===== config.mk =====
export PLATFORM = sky130hd
export DESIGN_NAME = ppcd_top
export DESIGN_NICKNAME = d
export VERILOG_FILES = /design/src/ppcd_pkg.sv /design/src/ppcd_top.sv /design/src/ppcd_pair_buf.sv /design/src/ppcd_ctl_link.sv
export SDC_FILE = /design/constraint.sdc
export NUM_CORES = 1
export LEC_CHECK = 0
export BUFFER_PORTS_ARGS = -buffer_cell sky130_fd_sc_hd__clkbuf_2
export CORE_MARGIN = 4
export CORE_UTILIZATION = 45
export CTS_CLUSTER_DIAMETER = 100
export CTS_CLUSTER_SIZE = 14
export DETAILED_ROUTE_END_ITERATION = 8
export HOLD_SLACK_MARGIN = 0.08
export PLACE_DENSITY = 0.69
export SYNTH_ARGS = -nofsm -noshare
export SYNTH_HDL_FRONTEND = slang
export SYNTH_SLANG_ARGS = --single-unit

===== constraint.sdc =====
create_clock -name mclk_i -period 15.6 [get_ports mclk_i]
set_input_delay 3.12 -clock mclk_i [delete_from_list [all_inputs] [get_ports mclk_i]]
set_output_delay 3.12 -clock mclk_i [all_outputs]
set_load 0.02 [all_outputs]

===== src/ppcd_pkg.sv =====
/*
  Shared constants, carriers and helpers for the parallel port command DMA.
  Assumes a single 10 MHz system clock and 32-bit word-aligned host memory.
*/
package ppcd_pkg;
  localparam int CLK_KHZ = 10000;
  localparam int RATE_MAX_KBPS = 6670;
  localparam int RATE_MIN_KBPS = 156;
  localparam logic [6:0] LCLK_MIN_CYC = 7'((CLK_KHZ + RATE_MAX_KBPS - 1) / RATE_MAX_KBPS);
  localparam logic [6:0] LCLK_MAX_CYC = 7'(CLK_KHZ / RATE_MIN_KBPS);
  // Word index of each queue header inside the command block.
  localparam logic [29:0] Q_INPUT = 30'h0;
  localparam logic [29:0] Q_DONE_TAIL = 30'h1;
  localparam logic [29:0] Q_SPARE = 30'h2;
  // Word index of each field inside a command packet.
  localparam logic [29:0] PKT_NEXT = 30'h0;
  localparam logic [29:0] PKT_CMD = 30'h1;
  localparam logic [1:0] PKT_LAST = 2'h3;
  localparam int CMD_HALT_BIT = 0;
  localparam int CMD_CTL_BIT = 1;
  localparam int CMD_SEL_LSB = 8;
  localparam int CMD_DAT_LSB = 16;
  localparam int PTE_VALID_BIT = 31;
  localparam int PAGE_SHIFT = 9;
  localparam int PFN_W = 21;
  localparam logic [2:0] ST_NONE = 3'h0;
  localparam logic [2:0] ST_HALT = 3'h1;
  localparam logic [2:0] ST_PARITY = 3'h2;
  localparam logic [2:0] ST_PTE = 3'h3;
  localparam logic [2:0] ST_RANGE = 3'h4;
  localparam logic [2:0] ST_NOSPARE = 3'h5;

  typedef struct packed {
    logic we;
    logic [31:0] addr;
    logic [31:0] wdata;
  } ppcd_mem_req_t;

  typedef struct packed {
    logic [7:0] sel;
    logic [7:0] data;
  } ppcd_ctl_msg_t;

  typedef enum {C_IDLE, C_TXH, C_TXL, C_RXW, C_RXH} ppcd_ctl_st_t;

  typedef enum {S_IDLE, S_RDQ, S_RDP, S_WRQ, S_CTL, S_CHK, S_PTE, S_RDD, S_PSH,
                S_MSG, S_NZ, S_RTL, S_LNK, S_WTL, S_END} ppcd_seq_t;

  function automatic logic [31:0] word_addr(input logic [31:0] base, input logic [29:0] idx);
    word_addr = base + {idx, 2'h0};
  endfunction

  function automatic logic odd_par(input logic [31:0] d);
    odd_par = ~^d;
  endfunction
endpackage


===== src/ppcd_top.sv =====
/*
  Command-chaining DMA adapter between host memory and the point link bus.
  Assumes a one-at-a-time memory port on mclk_i (request held until ack) and
  a far end that keeps its side of the link handshakes.
*/
`timescale 1ns/1ns
// What this block does
// - Each control byte is exchanged by a full request/acknowledge interlock with no clock.
// - The control path moves 8-bit bytes, a register select then data, reaching 256 registers.
// - The data path carries 32-bit words, each timed by the one shared link clock.
// - The link clock comes from the adapter's divider or from the far end, which the other follows.
// - The link clock period is programmable over the range 0.156 to 5 Mb/sec.
// - The link joins exactly two ends, one of them this adapter.
// - Control exchanges and data words proceed independently and at the same time.
// - Once started, commands are executed back to back until a halt command, an error or an empty input queue.
// - Queue heads are read live at each fetch, so software may edit queues meanwhile.
// - The sequencer fetches packets and moves data itself, with no software per command.
// - Buffer addresses are virtual and are translated through the host page table entries.
// - Control and data carry parity; received parity is checked and errors are logged.
// - Every data address is checked against the driver's permitted range.
// - A start flag fetches from the input queue when idle, is cleared if it is empty, and is ignored while busy.
// - An unsolicited message fills a spare packet that is then appended to the done queue.
module ppcd_top (
  input wire logic mclk_i,
  input wire logic sys_rst_i,
  input wire logic go_i,
  output logic go_clr_o,
  input wire logic [31:0] cmdblk_i,
  input wire logic [31:0] ptbase_i,
  input wire logic [31:0] range_lo_i,
  input wire logic [31:0] range_hi_i,
  input wire logic [6:0] rate_i,
  input wire logic clk_int_i,
  output logic mem_valid_o,
  output ppcd_pkg::ppcd_mem_req_t mem_req_o,
  input wire logic mem_ack_i,
  input wire logic [31:0] mem_rdata_i,
  output logic busy_o,
  output logic [2:0] status_o,
  output logic irq_o,
  input wire logic lclk_i,
  output logic lclk_o,
  output logic lclk_oe_o,
  output logic [31:0] ldat_o,
  output logic lpar_o,
  output logic lstb_o,
  output logic ldat_oe_o,
  input wire logic [7:0] cbyte_i,
  output logic [7:0] cbyte_o,
  output logic cbyte_oe_o,
  input wire logic cpar_i,
  output logic cpar_o,
  input wire logic cphase_i,
  output logic cphase_o,
  output logic creq_o,
  input wire logic cack_i,
  input wire logic freq_i,
  output logic fack_o
);
  ppcd_pkg::ppcd_seq_t st_r, st_nxt;
  logic [31:0] pkt_r, pkt_nxt, nxt_r, nxt_nxt, cmd_r, cmd_nxt, va_r, va_nxt;
  logic [31:0] cnt_r, cnt_nxt, tail_r, tail_nxt, dat_r, dat_nxt;
  logic [22:0] vpn_r, vpn_nxt;
  logic [ppcd_pkg::PFN_W-1:0] pfn_r, pfn_nxt;
  logic [1:0] idx_r, idx_nxt;
  logic [2:0] status_r, status_nxt;
  logic pvld_r, pvld_nxt, spare_r, spare_nxt, run_r, run_nxt, perr_r, perr_nxt;
  logic irq_r, irq_nxt, goclr_r, goclr_nxt;
  logic [29:0] qidx;
  logic ctl_valid, ctl_ready, rx_valid, rx_take, ctl_perr;
  ppcd_pkg::ppcd_ctl_msg_t rx_msg;
  logic buf_in_v, buf_in_r, buf_out_v, launch;
  logic [31:0] buf_out_d;

  assign busy_o = run_r;
  assign status_o = status_r;
  assign irq_o = irq_r;
  assign go_clr_o = goclr_r;
  assign qidx = spare_r ? ppcd_pkg::Q_SPARE : ppcd_pkg::Q_INPUT;

  // Control exchanges run in their own engine so the next command's message
  // can go out while words of the previous command are still draining.
  ppcd_ctl_link u_ctl (
    .mclk_i(mclk_i),
    .sys_rst_i(sys_rst_i),
    .tx_valid_i(ctl_valid),
    .tx_msg_i({cmd_r[ppcd_pkg::CMD_SEL_LSB +: 8], cmd_r[ppcd_pkg::CMD_DAT_LSB +: 8]}),
    .tx_ready_o(ctl_ready),
    .rx_valid_o(rx_valid),
    .rx_msg_o(rx_msg),
    .rx_take_i(rx_take),
    .par_err_o(ctl_perr),
    .cbyte_i(cbyte_i),
    .cbyte_o(cbyte_o),
    .cbyte_oe_o(cbyte_oe_o),
    .cpar_i(cpar_i),
    .cpar_o(cpar_o),
    .cphase_i(cphase_i),
    .cphase_o(cphase_o),
    .creq_o(creq_o),
    .cack_i(cack_i),
    .freq_i(freq_i),
    .fack_o(fack_o)
  );

  ppcd_pair_buf #(.W(32)) u_buf (
    .mclk_i(mclk_i),
    .sys_rst_i(sys_rst_i),
    .in_valid_i(buf_in_v),
    .in_ready_o(buf_in_r),
    .in_data_i(dat_r),
    .out_valid_o(buf_out_v),
    .out_ready_i(launch),
    .out_data_o(buf_out_d)
  );

  // Memory request decode by sequencer state.
  always_comb begin
    mem_valid_o = 1'b1;
    mem_req_o = '0;
    unique case (st_r)
      ppcd_pkg::S_RDQ: mem_req_o.addr = ppcd_pkg::word_addr(cmdblk_i, qidx);
      ppcd_pkg::S_RDP: mem_req_o.addr = ppcd_pkg::word_addr(pkt_r, {28'h0, idx_r});
      ppcd_pkg::S_WRQ: mem_req_o = {1'b1, ppcd_pkg::word_addr(cmdblk_i, qidx), nxt_r};
      ppcd_pkg::S_PTE: mem_req_o.addr = ppcd_pkg::word_addr(ptbase_i, {7'h0, vpn_nxt});
      ppcd_pkg::S_RDD: mem_req_o.addr = {2'h0, pfn_r, va_r[ppcd_pkg::PAGE_SHIFT-1:0]};
      ppcd_pkg::S_MSG: mem_req_o = {1'b1, ppcd_pkg::word_addr(pkt_r, ppcd_pkg::PKT_CMD),
                                    16'h0000, rx_msg};
      ppcd_pkg::S_NZ: mem_req_o = {1'b1, ppcd_pkg::word_addr(pkt_r, ppcd_pkg::PKT_NEXT), 32'h0};
      ppcd_pkg::S_RTL: mem_req_o.addr = ppcd_pkg::word_addr(cmdblk_i, ppcd_pkg::Q_DONE_TAIL);
      ppcd_pkg::S_LNK: mem_req_o = {1'b1, ppcd_pkg::word_addr(tail_r, ppcd_pkg::PKT_NEXT), pkt_r};
      ppcd_pkg::S_WTL: mem_req_o = {1'b1, ppcd_pkg::word_addr(cmdblk_i, ppcd_pkg::Q_DONE_TAIL),
                                    pkt_r};
      default: mem_valid_o = 1'b0;
    endcase
  end

  // Sequencer: fetch, control message, translate, move words, append, repeat.
  always_comb begin
    st_nxt = st_r;
    pkt_nxt = pkt_r;
    nxt_nxt = nxt_r;
    cmd_nxt = cmd_r;
    va_nxt = va_r;
    cnt_nxt = cnt_r;
    tail_nxt = tail_r;
    dat_nxt = dat_r;
    vpn_nxt = va_r[31:ppcd_pkg::PAGE_SHIFT];
    pfn_nxt = pfn_r;
    pvld_nxt = pvld_r;
    idx_nxt = idx_r;
    status_nxt = status_r;
    spare_nxt = spare_r;
    run_nxt = run_r;
    perr_nxt = perr_r || ctl_perr;
    irq_nxt = 1'b0;
    goclr_nxt = 1'b0;
    ctl_valid = 1'b0;
    rx_take = 1'b0;
    buf_in_v = 1'b0;
    unique case (st_r)
      ppcd_pkg::S_IDLE: begin
        if (perr_r) begin
          status_nxt = ppcd_pkg::ST_PARITY;
          st_nxt = ppcd_pkg::S_END;
        end else if (rx_valid) begin
          spare_nxt = 1'b1;
          st_nxt = ppcd_pkg::S_RDQ;
        end else if ((go_i && !goclr_r) || run_r) begin
          // The host cannot lower its flag until the edge after the clear pulse.
          // A start seen during that pulse would restart the chain and
          // overwrite the ending status.
          run_nxt = 1'b1;
          status_nxt = ppcd_pkg::ST_NONE;
          st_nxt = ppcd_pkg::S_RDQ;
        end
      end
      ppcd_pkg::S_RDQ: begin
        if (mem_ack_i) begin
          pkt_nxt = mem_rdata_i;
          idx_nxt = 2'h0;
          st_nxt = ppcd_pkg::S_RDP;
          if (mem_rdata_i == 32'h0 && spare_r) begin
            rx_take = 1'b1;
            status_nxt = ppcd_pkg::ST_NOSPARE;
            st_nxt = ppcd_pkg::S_END;
          end else if (mem_rdata_i == 32'h0) begin
            run_nxt = 1'b0;
            goclr_nxt = 1'b1;
            st_nxt = ppcd_pkg::S_IDLE;
          end
        end
      end
      ppcd_pkg::S_RDP: begin
        if (mem_ack_i) begin
          idx_nxt = idx_r + 2'h1;
          unique case (idx_r)
            2'h0: nxt_nxt = mem_rdata_i;
            2'h1: cmd_nxt = mem_rdata_i;
            2'h2: va_nxt = mem_rdata_i;
            2'h3: cnt_nxt = mem_rdata_i;
          endcase
          if (spare_r || idx_r == ppcd_pkg::PKT_LAST) st_nxt = ppcd_pkg::S_WRQ;
        end
      end
      ppcd_pkg::S_WRQ: begin
        if (mem_ack_i) begin
          if (spare_r) st_nxt = ppcd_pkg::S_MSG;
          else if (cmd_r[ppcd_pkg::CMD_HALT_BIT]) st_nxt = ppcd_pkg::S_NZ;
          else if (cmd_r[ppcd_pkg::CMD_CTL_BIT]) st_nxt = ppcd_pkg::S_CTL;
          else st_nxt = ppcd_pkg::S_CHK;
        end
      end
      ppcd_pkg::S_CTL: begin
        ctl_valid = 1'b1;
        if (ctl_ready) st_nxt = ppcd_pkg::S_CHK;
      end
      ppcd_pkg::S_CHK: begin
        if (perr_r) begin
          status_nxt = ppcd_pkg::ST_PARITY;
          st_nxt = ppcd_pkg::S_END;
        end else if (cnt_r == 32'h0) begin
          st_nxt = ppcd_pkg::S_NZ;
        end else if (va_r < range_lo_i || va_r > range_hi_i) begin
          status_nxt = ppcd_pkg::ST_RANGE;
          st_nxt = ppcd_pkg::S_END;
        end else if (!pvld_r || vpn_r != va_r[31:ppcd_pkg::PAGE_SHIFT]) begin
          st_nxt = ppcd_pkg::S_PTE;
        end else begin
          st_nxt = ppcd_pkg::S_RDD;
        end
      end
      ppcd_pkg::S_PTE: begin
        if (mem_ack_i) begin
          if (!mem_rdata_i[ppcd_pkg::PTE_VALID_BIT]) begin
            status_nxt = ppcd_pkg::ST_PTE;
            st_nxt = ppcd_pkg::S_END;
          end else begin
            pfn_nxt = mem_rdata_i[ppcd_pkg::PFN_W-1:0];
            pvld_nxt = 1'b1;
            st_nxt = ppcd_pkg::S_RDD;
          end
        end
      end
      ppcd_pkg::S_RDD: begin
        if (mem_ack_i) begin
          dat_nxt = mem_rdata_i;
          st_nxt = ppcd_pkg::S_PSH;
        end
      end
      ppcd_pkg::S_PSH: begin
        buf_in_v = 1'b1;
        if (buf_in_r) begin
          va_nxt = va_r + 32'h4;
          cnt_nxt = cnt_r - 32'h1;
          st_nxt = ppcd_pkg::S_CHK;
        end
      end
      ppcd_pkg::S_MSG: begin
        if (mem_ack_i) begin
          rx_take = 1'b1;
          st_nxt = ppcd_pkg::S_NZ;
        end
      end
      ppcd_pkg::S_NZ: if (mem_ack_i) st_nxt = ppcd_pkg::S_RTL;
      ppcd_pkg::S_RTL: begin
        if (mem_ack_i) begin
          tail_nxt = mem_rdata_i;
          st_nxt = ppcd_pkg::S_LNK;
        end
      end
      ppcd_pkg::S_LNK: if (mem_ack_i) st_nxt = ppcd_pkg::S_WTL;
      ppcd_pkg::S_WTL: begin
        if (mem_ack_i) begin
          spare_nxt = 1'b0;
          st_nxt = ppcd_pkg::S_IDLE;
          if (!spare_r && cmd_r[ppcd_pkg::CMD_HALT_BIT]) begin
            status_nxt = ppcd_pkg::ST_HALT;
            st_nxt = ppcd_pkg::S_END;
          end
        end
      end
      ppcd_pkg::S_END: begin
        irq_nxt = 1'b1;
        goclr_nxt = 1'b1;
        run_nxt = 1'b0;
        pvld_nxt = 1'b0;
        spare_nxt = 1'b0;
        perr_nxt = ctl_perr;
        st_nxt = ppcd_pkg::S_IDLE;
      end
    endcase
  end

  always_ff @(posedge mclk_i or posedge sys_rst_i) begin
    if (sys_rst_i) begin
      st_r <= ppcd_pkg::S_IDLE;
      {pkt_r, nxt_r, cmd_r, va_r, cnt_r, tail_r, dat_r} <= '0;
      vpn_r <= 23'h0;
      pfn_r <= '0;
      idx_r <= 2'h0;
      status_r <= ppcd_pkg::ST_NONE;
      {pvld_r, spare_r, run_r, perr_r, irq_r, goclr_r} <= 6'h00;
    end else begin
      st_r <= st_nxt;
      {pkt_r, nxt_r, cmd_r, va_r, cnt_r, tail_r, dat_r} <=
        {pkt_nxt, nxt_nxt, cmd_nxt, va_nxt, cnt_nxt, tail_nxt, dat_nxt};
      vpn_r <= vpn_nxt;
      pfn_r <= pfn_nxt;
      idx_r <= idx_nxt;
      status_r <= status_nxt;
      {pvld_r, spare_r, run_r, perr_r, irq_r, goclr_r} <=
        {pvld_nxt, spare_nxt, run_nxt, perr_nxt, irq_nxt, goclr_nxt};
    end
  end

  // Link clock: own divider or the far end's clock, and the word launcher.
  logic [6:0] per, div_r, div_nxt;
  logic lclk_r, lclk_nxt, ls1_r, ls2_r, ls3_r;
  logic [31:0] ldat_r, ldat_nxt;
  logic lpar_r, lpar_nxt, lstb_r, lstb_nxt, loe_r, loe_nxt;

  always_comb begin
    per = rate_i < ppcd_pkg::LCLK_MIN_CYC ? ppcd_pkg::LCLK_MIN_CYC :
          rate_i > ppcd_pkg::LCLK_MAX_CYC ? ppcd_pkg::LCLK_MAX_CYC : rate_i;
    div_nxt = div_r >= per - 7'h1 ? 7'h00 : div_r + 7'h1;
    lclk_nxt = div_nxt < (per >> 1);
    // Words change on the falling edge so the far end samples on the rising one.
    launch = clk_int_i ? div_r == (per >> 1) - 7'h1 : ls3_r && !ls2_r;
    ldat_nxt = ldat_r;
    lpar_nxt = lpar_r;
    lstb_nxt = lstb_r;
    if (launch) begin
      lstb_nxt = buf_out_v;
      if (buf_out_v) begin
        ldat_nxt = buf_out_d;
        lpar_nxt = ppcd_pkg::odd_par(buf_out_d);
      end
    end
    loe_nxt = run_r || buf_out_v || lstb_r;
  end

  always_ff @(posedge mclk_i or posedge sys_rst_i) begin
    if (sys_rst_i) begin
      div_r <= 7'h00;
      {lclk_r, ls1_r, ls2_r, ls3_r, lpar_r, lstb_r, loe_r} <= 7'h00;
      ldat_r <= 32'h0;
    end else begin
      div_r <= div_nxt;
      lclk_r <= lclk_nxt;
      ls1_r <= lclk_i;
      ls2_r <= ls1_r;
      ls3_r <= ls2_r;
      ldat_r <= ldat_nxt;
      lpar_r <= lpar_nxt;
      lstb_r <= lstb_nxt;
      loe_r <= loe_nxt;
    end
  end

  assign lclk_o = lclk_r;
  assign lclk_oe_o = clk_int_i;
  assign ldat_o = ldat_r;
  assign lpar_o = lpar_r;
  assign lstb_o = lstb_r;
  assign ldat_oe_o = loe_r;

  range_stop_a: assert property (@(posedge mclk_i) disable iff (sys_rst_i)
    st_r == ppcd_pkg::S_CHK && !perr_r && cnt_r != 32'h0 && va_r > range_hi_i
    |=> st_r == ppcd_pkg::S_END ##1 irq_o && status_o == ppcd_pkg::ST_RANGE)
    else $error("out of range address did not stop the chain");
  empty_clear_a: assert property (@(posedge mclk_i) disable iff (sys_rst_i)
    st_r == ppcd_pkg::S_RDQ && mem_ack_i && mem_rdata_i == 32'h0 && !spare_r
    |=> go_clr_o && !busy_o && st_r == ppcd_pkg::S_IDLE)
    else $error("empty input queue did not clear the start flag");
  xlate_addr_a: assert property (@(posedge mclk_i) disable iff (sys_rst_i)
    st_r == ppcd_pkg::S_RDD |-> mem_req_o.addr[8:0] == va_r[8:0] && pvld_r
    && mem_req_o.addr[29:9] == pfn_r && vpn_r == va_r[31:9])
    else $error("data read not on translated page");
  word_par_a: assert property (@(posedge mclk_i) disable iff (sys_rst_i)
    $rose(lstb_o) |-> ^{ldat_o, lpar_o} && ldat_oe_o)
    else $error("launched word has wrong parity or no drive");
  launch_gap_a: assert property (@(posedge mclk_i) disable iff (sys_rst_i)
    clk_int_i && launch && $stable(rate_i) |=> !launch [*1])
    else $error("two word launches within one link clock");
endmodule


===== src/ppcd_pair_buf.sv =====
/*
  Two-entry FIFO with valid/ready on both sides.
  Assumes both sides run on mclk_i; a stalled reader makes it fill.
*/
`timescale 1ns/1ns
module ppcd_pair_buf #(
  parameter int W = 32
) (
  input wire logic mclk_i,
  input wire logic sys_rst_i,
  input wire logic in_valid_i,
  output logic in_ready_o,
  input wire logic [W-1:0] in_data_i,
  output logic out_valid_o,
  input wire logic out_ready_i,
  output logic [W-1:0] out_data_o
);
  logic [W-1:0] mem_r [2];
  logic wp_r, rp_r, wp_nxt, rp_nxt;
  logic [1:0] cnt_r, cnt_nxt;
  logic push, pop;

  assign in_ready_o = cnt_r != 2'h2;
  assign out_valid_o = cnt_r != 2'h0;
  assign out_data_o = mem_r[rp_r];

  always_comb begin
    push = in_valid_i && in_ready_o;
    pop = out_valid_o && out_ready_i;
    wp_nxt = wp_r ^ push;
    rp_nxt = rp_r ^ pop;
    cnt_nxt = cnt_r + {1'b0, push} - {1'b0, pop};
  end

  always_ff @(posedge mclk_i or posedge sys_rst_i) begin
    if (sys_rst_i) begin
      wp_r <= 1'b0;
      rp_r <= 1'b0;
      cnt_r <= 2'h0;
    end else begin
      wp_r <= wp_nxt;
      rp_r <= rp_nxt;
      cnt_r <= cnt_nxt;
    end
  end

  always_ff @(posedge mclk_i) begin
    if (push) begin
      mem_r[wp_r] <= in_data_i;
    end
  end

  full_hold_a: assert property (@(posedge mclk_i) disable iff (sys_rst_i)
    cnt_r == 2'h2 && !out_ready_i |=> cnt_r == 2'h2 && $stable(out_data_o))
    else $error("full buffer lost or changed a word");
endmodule


===== src/ppcd_ctl_link.sv =====
/*
  Control path of the point link bus: 8-bit interlocked byte exchange.
  Assumes the far end drives its byte, parity and phase before raising its
  request and never drives while our request is up.
*/
`timescale 1ns/1ns
module ppcd_ctl_link (
  input wire logic mclk_i,
  input wire logic sys_rst_i,
  input wire logic tx_valid_i,
  input ppcd_pkg::ppcd_ctl_msg_t tx_msg_i,
  output logic tx_ready_o,
  output logic rx_valid_o,
  output ppcd_pkg::ppcd_ctl_msg_t rx_msg_o,
  input wire logic rx_take_i,
  output logic par_err_o,
  input wire logic [7:0] cbyte_i,
  output logic [7:0] cbyte_o,
  output logic cbyte_oe_o,
  input wire logic cpar_i,
  output logic cpar_o,
  input wire logic cphase_i,
  output logic cphase_o,
  output logic creq_o,
  input wire logic cack_i,
  input wire logic freq_i,
  output logic fack_o
);
  logic [11:0] s1_r, s2_r;
  logic ack_s, freq_s, cph_s, par_s;
  logic [7:0] byte_s;
  ppcd_pkg::ppcd_ctl_st_t st_r, st_nxt;
  ppcd_pkg::ppcd_ctl_msg_t tmsg_r, tmsg_nxt, rmsg_r, rmsg_nxt;
  logic ph_r, ph_nxt, rval_r, rval_nxt, perr_r, perr_nxt, bad, rx_start;

  assign {ack_s, freq_s, cph_s, par_s, byte_s} = s2_r;
  assign bad = !(^{byte_s, par_s});
  assign rx_start = freq_s && cph_s && !rval_r;
  assign tx_ready_o = st_r == ppcd_pkg::C_IDLE && !rx_start;
  assign rx_valid_o = rval_r;
  assign rx_msg_o = rmsg_r;
  assign par_err_o = perr_r;
  assign creq_o = st_r == ppcd_pkg::C_TXH;
  assign fack_o = st_r == ppcd_pkg::C_RXH;
  assign cbyte_oe_o = st_r == ppcd_pkg::C_TXH || st_r == ppcd_pkg::C_TXL;
  assign cbyte_o = ph_r ? tmsg_r.data : tmsg_r.sel;
  assign cpar_o = ppcd_pkg::odd_par({24'h0, cbyte_o});
  assign cphase_o = !ph_r;

  always_comb begin
    st_nxt = st_r;
    ph_nxt = ph_r;
    tmsg_nxt = tmsg_r;
    rmsg_nxt = rmsg_r;
    rval_nxt = rval_r && !rx_take_i;
    perr_nxt = 1'b0;
    unique case (st_r)
      ppcd_pkg::C_IDLE: begin
        if (rx_start) begin
          rmsg_nxt.sel = byte_s;
          perr_nxt = bad;
          ph_nxt = 1'b0;
          st_nxt = ppcd_pkg::C_RXH;
        end else if (tx_valid_i) begin
          tmsg_nxt = tx_msg_i;
          ph_nxt = 1'b0;
          st_nxt = ppcd_pkg::C_TXH;
        end
      end
      ppcd_pkg::C_TXH: if (ack_s) st_nxt = ppcd_pkg::C_TXL;
      ppcd_pkg::C_TXL: begin
        if (!ack_s) begin
          ph_nxt = 1'b1;
          st_nxt = ph_r ? ppcd_pkg::C_IDLE : ppcd_pkg::C_TXH;
        end
      end
      ppcd_pkg::C_RXW: begin
        if (freq_s && !cph_s) begin
          rmsg_nxt.data = byte_s;
          perr_nxt = bad;
          ph_nxt = !bad;
          st_nxt = ppcd_pkg::C_RXH;
        end
      end
      ppcd_pkg::C_RXH: begin
        if (!freq_s) begin
          st_nxt = ph_r ? ppcd_pkg::C_IDLE : ppcd_pkg::C_RXW;
          rval_nxt = ph_r;
        end
      end
    endcase
    // A failed data byte is not delivered; the exchange returns to C_RXW for it unless the request drops while perr_r is up.
    if (st_r == ppcd_pkg::C_RXH && !freq_s && perr_r) begin
      st_nxt = ppcd_pkg::C_IDLE;
      rval_nxt = 1'b0;
    end
  end

  always_ff @(posedge mclk_i or posedge sys_rst_i) begin
    if (sys_rst_i) begin
      s1_r <= 12'h000;
      s2_r <= 12'h000;
      st_r <= ppcd_pkg::C_IDLE;
      ph_r <= 1'b0;
      tmsg_r <= '0;
      rmsg_r <= '0;
      rval_r <= 1'b0;
      perr_r <= 1'b0;
    end else begin
      s1_r <= {cack_i, freq_i, cphase_i, cpar_i, cbyte_i};
      s2_r <= s1_r;
      st_r <= st_nxt;
      ph_r <= ph_nxt;
      tmsg_r <= tmsg_nxt;
      rmsg_r <= rmsg_nxt;
      rval_r <= rval_nxt;
      perr_r <= perr_nxt;
    end
  end

  req_hold_a: assert property (@(posedge mclk_i) disable iff (sys_rst_i)
    creq_o && !ack_s |=> creq_o)
    else $error("request dropped before acknowledge");
  ack_hold_a: assert property (@(posedge mclk_i) disable iff (sys_rst_i)
    fack_o && freq_s |=> fack_o)
    else $error("acknowledge dropped while far request high");
endmodule


==> impl_metrics.yaml <==
critical_path:
  required_ns: 12.48
  r2r_setup_slack_ns: 11.89
  end_kind: "output pin"
  crit_type: "in2out"
  cp-start-kind: "input pin"
  critPathMaxFanout: 4
  cp.arrival_ns: 6.28
global_route:
  grt_pass1_wl_um: 138000
  grt_max_degree: 107
  grt_overflow: 0
  antenna_found_initial: 4
  grt_usage_pct: 28.1
  grt_pass1_vias: 22800
placement:
  place.gp.congestion: 0.939
  port_buffers: 306
  dpl_cell_area_um2: 29000
  dpl.cell_count: 3653
  hpwl_um: 66800
synth:
  syn_inst: 2698
  yosys.area.top_type: "dfrtp_1"
  synth.net_count: 3002
  netlist_area_um2: 26800
  yosys-top-cells-area: "dfrtp_1 36%, mux2_2 12%, edfxtp_1 7.2%, ha_1 5.5%, xnor2_1 3.9%"
  synthFlopType: "dfrtp_1"
  synth_edf_count: 64
  ys_types: 86
  postSynthAreaPerCell_um2: 9.94
  synth_seq_cells: 445
  ys_async_sr_fraction_pct: 85.6
  ys_warn_count: 0
  synth.top_cell.area_share_pct: 35.6
  ys_seq_area_share_pct: 42.7
clock_tree:
  post_cts_buffers: 0
  clk_pin_slew_ns: 0.07
  cts_buffers: 37
  holdBufCountCts: 0
  cts_tree: "yes"
  cts_resized: 0
  root_buffer: "clkbuf_16"
  clk_latency_ns: 0.56
  htreeDepth: 2
  cts_buffer_depth: 3
  cts.sinks: 445
timing:
  fmax_mhz: 106
  fin_crit_ns: 9.40
  setup-violations-final: 0
  drv_slew: 0
  tightest_slew_ns: 1.20
  slew-limit-headroom_pct: 20.2
  fin_worst_skew_ns: 0.0105
  fin_tns_setup_ns: 0
  timing.final.crit_share_pct: 60.2
  rsz0062_at_grt: "no"
  hold_viol: 0
status:
  status: "finished, violations left"
  violations: "DRC"
power_and_ir_drop:
  p_per_area_nw_per_um2: 198
  ir_drop_v: 0.0000996
  p_leak_nw: 13.3
  finalPower_mw: 5.95
floorplan:
  die-height_um: 252
  die-area_um2: 63500
  fp.dieW_um: 252
  initial_utilization_pct: 45.4
  rows: 89
  coreArea_um2: 59000
  io_pins: 307
detailed_routing:
  drcViolationCount: 5
  drt-vias-per-instance: 6.22
  wirelength_um: 92400
  wl_per_cell_um: 24.9
  vias: 23100
  drt_iter0_markers: 2110
  dr.pass1.iters: 9
  ant_nets: 0
cells_and_area:
  fin_cells: 3708
  finalInstanceArea_um2: 30000
  mostFrequentLayoutCells: "380 x dfrtp_1, 306 x clkbuf_2, 277 x mux2_2, 208 x nand2_1, 179 x nor2_1"
  final_core_util_pct: 50.9
  synthToLayoutAreaGrowth_pct: 12.0
  final_nets: 3223
  final_common_cell: "dfrtp_1"
  drive_above_1_share_pct: 23.5
run:
  maxCapViolCount: 0
min_path:
  hp-class: "reg2reg"
-- logic make-up after synthesis --
family / Yosys count / synth area share, %
AND/OR/NAND/NOR: 730 / 13.1
AO/OA/AOI/OAI: 631 / 15.4
flip-flops: 445 / 42.7
multiplexers: 292 / 12.2
buffers and inverters: 272 / 3.92
XOR/XNOR: 208 / 6.93
adder cells (fa/ha/maj): 120 / 5.65
-- final cells by class --
class,instances,area [µm²]
antenna,3,7.51
clock buffer,51,1030
tap,773,967
sequential,445,11500
timing repair buffer,335,1750
fill,5462,29000
clock inverter,1,8.76
multi-input combinational,1981,14300
inverter,119,454
-- per-layer routing --
| layer | GRT usage (%) | routed length, µm | vias to the layer above |
|---|---|---|---|
| li1 | - | - | 10300 |
| met3 | 4.47 | 6630 | 236 |
| met5 | 0 | 14 | - |
| met4 | 10.7 | 3800 | 2 |
| met1 | 36.5 | 37000 | 11600 |
| met2 | 47.5 | 45000 | 1002 |
-- cell usage after synthesis, drive strengths merged, types with 64 or more instances --
cell and count:
ha 117, nor2 186, xor2 86, edfxtp 64, mux2 277, nand2 208
o21ai 134, xnor2 120, clkbuf 118, inv 118, nand3 76, a21oi 176
dfrtp 381
-- critical path, stage by stage --
cell      delay, ns
clkbuf_2       0.08
ha_1           0.21
inv_1          0.08
fa_1           0.20
nor2b_1        0.07
o31ai_1        0.49
a211oi_1       0.27
a311oi_1       0.46
a21oi_1        0.17
o21ai_0        0.44
mux2i_1        0.15
o221ai_1       0.30
clkbuf_2       0.24
-- where the power goes --
part           total (mW)  internal (mW)  switching, mW  leakage, nW
combinational        2.85           1.18           1.67         7.48
sequential           2.23           1.63          0.601         5.27
clock               0.873          0.458          0.415        0.505
-- stage by stage --
step | hold slack, ns | setup slack, ns
after floorplan | 0.331 | 1.89
after global placement | 0.338 | 6.41
after detailed placement | 0.335 | 6.32
after CTS | 0.351 | 6.33
after global routing | 0.360 | 5.90
final | 0.349 | 6.20
-- registers in the layout, indices dropped and copies added, names as in the netlist, 4 cells and up --
signal	flops
pkt_r	32
div_r	7
u_ctl.s2_r	12
nxt_r	32
u_ctl.s1_r	12
u_ctl.rx_msg_o	16
va_r	32
st_r	4
dat_r	32
pfn_r	21
u_buf.mem_r	64
vpn_r	23
ldat_o	32
cnt_r	32
cmd_r	18
u_ctl.tmsg_r	16
tail_r	32
-- worst paths after layout --
path,startpoint,end,depth (start not counted)
max in group asynchronous,sys_rst_i,vpn_r[12],4
setup / recovery,ptbase_i[2],mem_req_o[58],13
min in group asynchronous,sys_rst_i,ls3_r,2
setup reg to reg,st_r[1],cnt_r[8],7
hold / removal,u_ctl.s1_r[9],u_ctl.s2_r[9],0
hold reg to reg,u_ctl.s1_r[9],u_ctl.s2_r[9],0
Power figures use the tool's default switching activity.
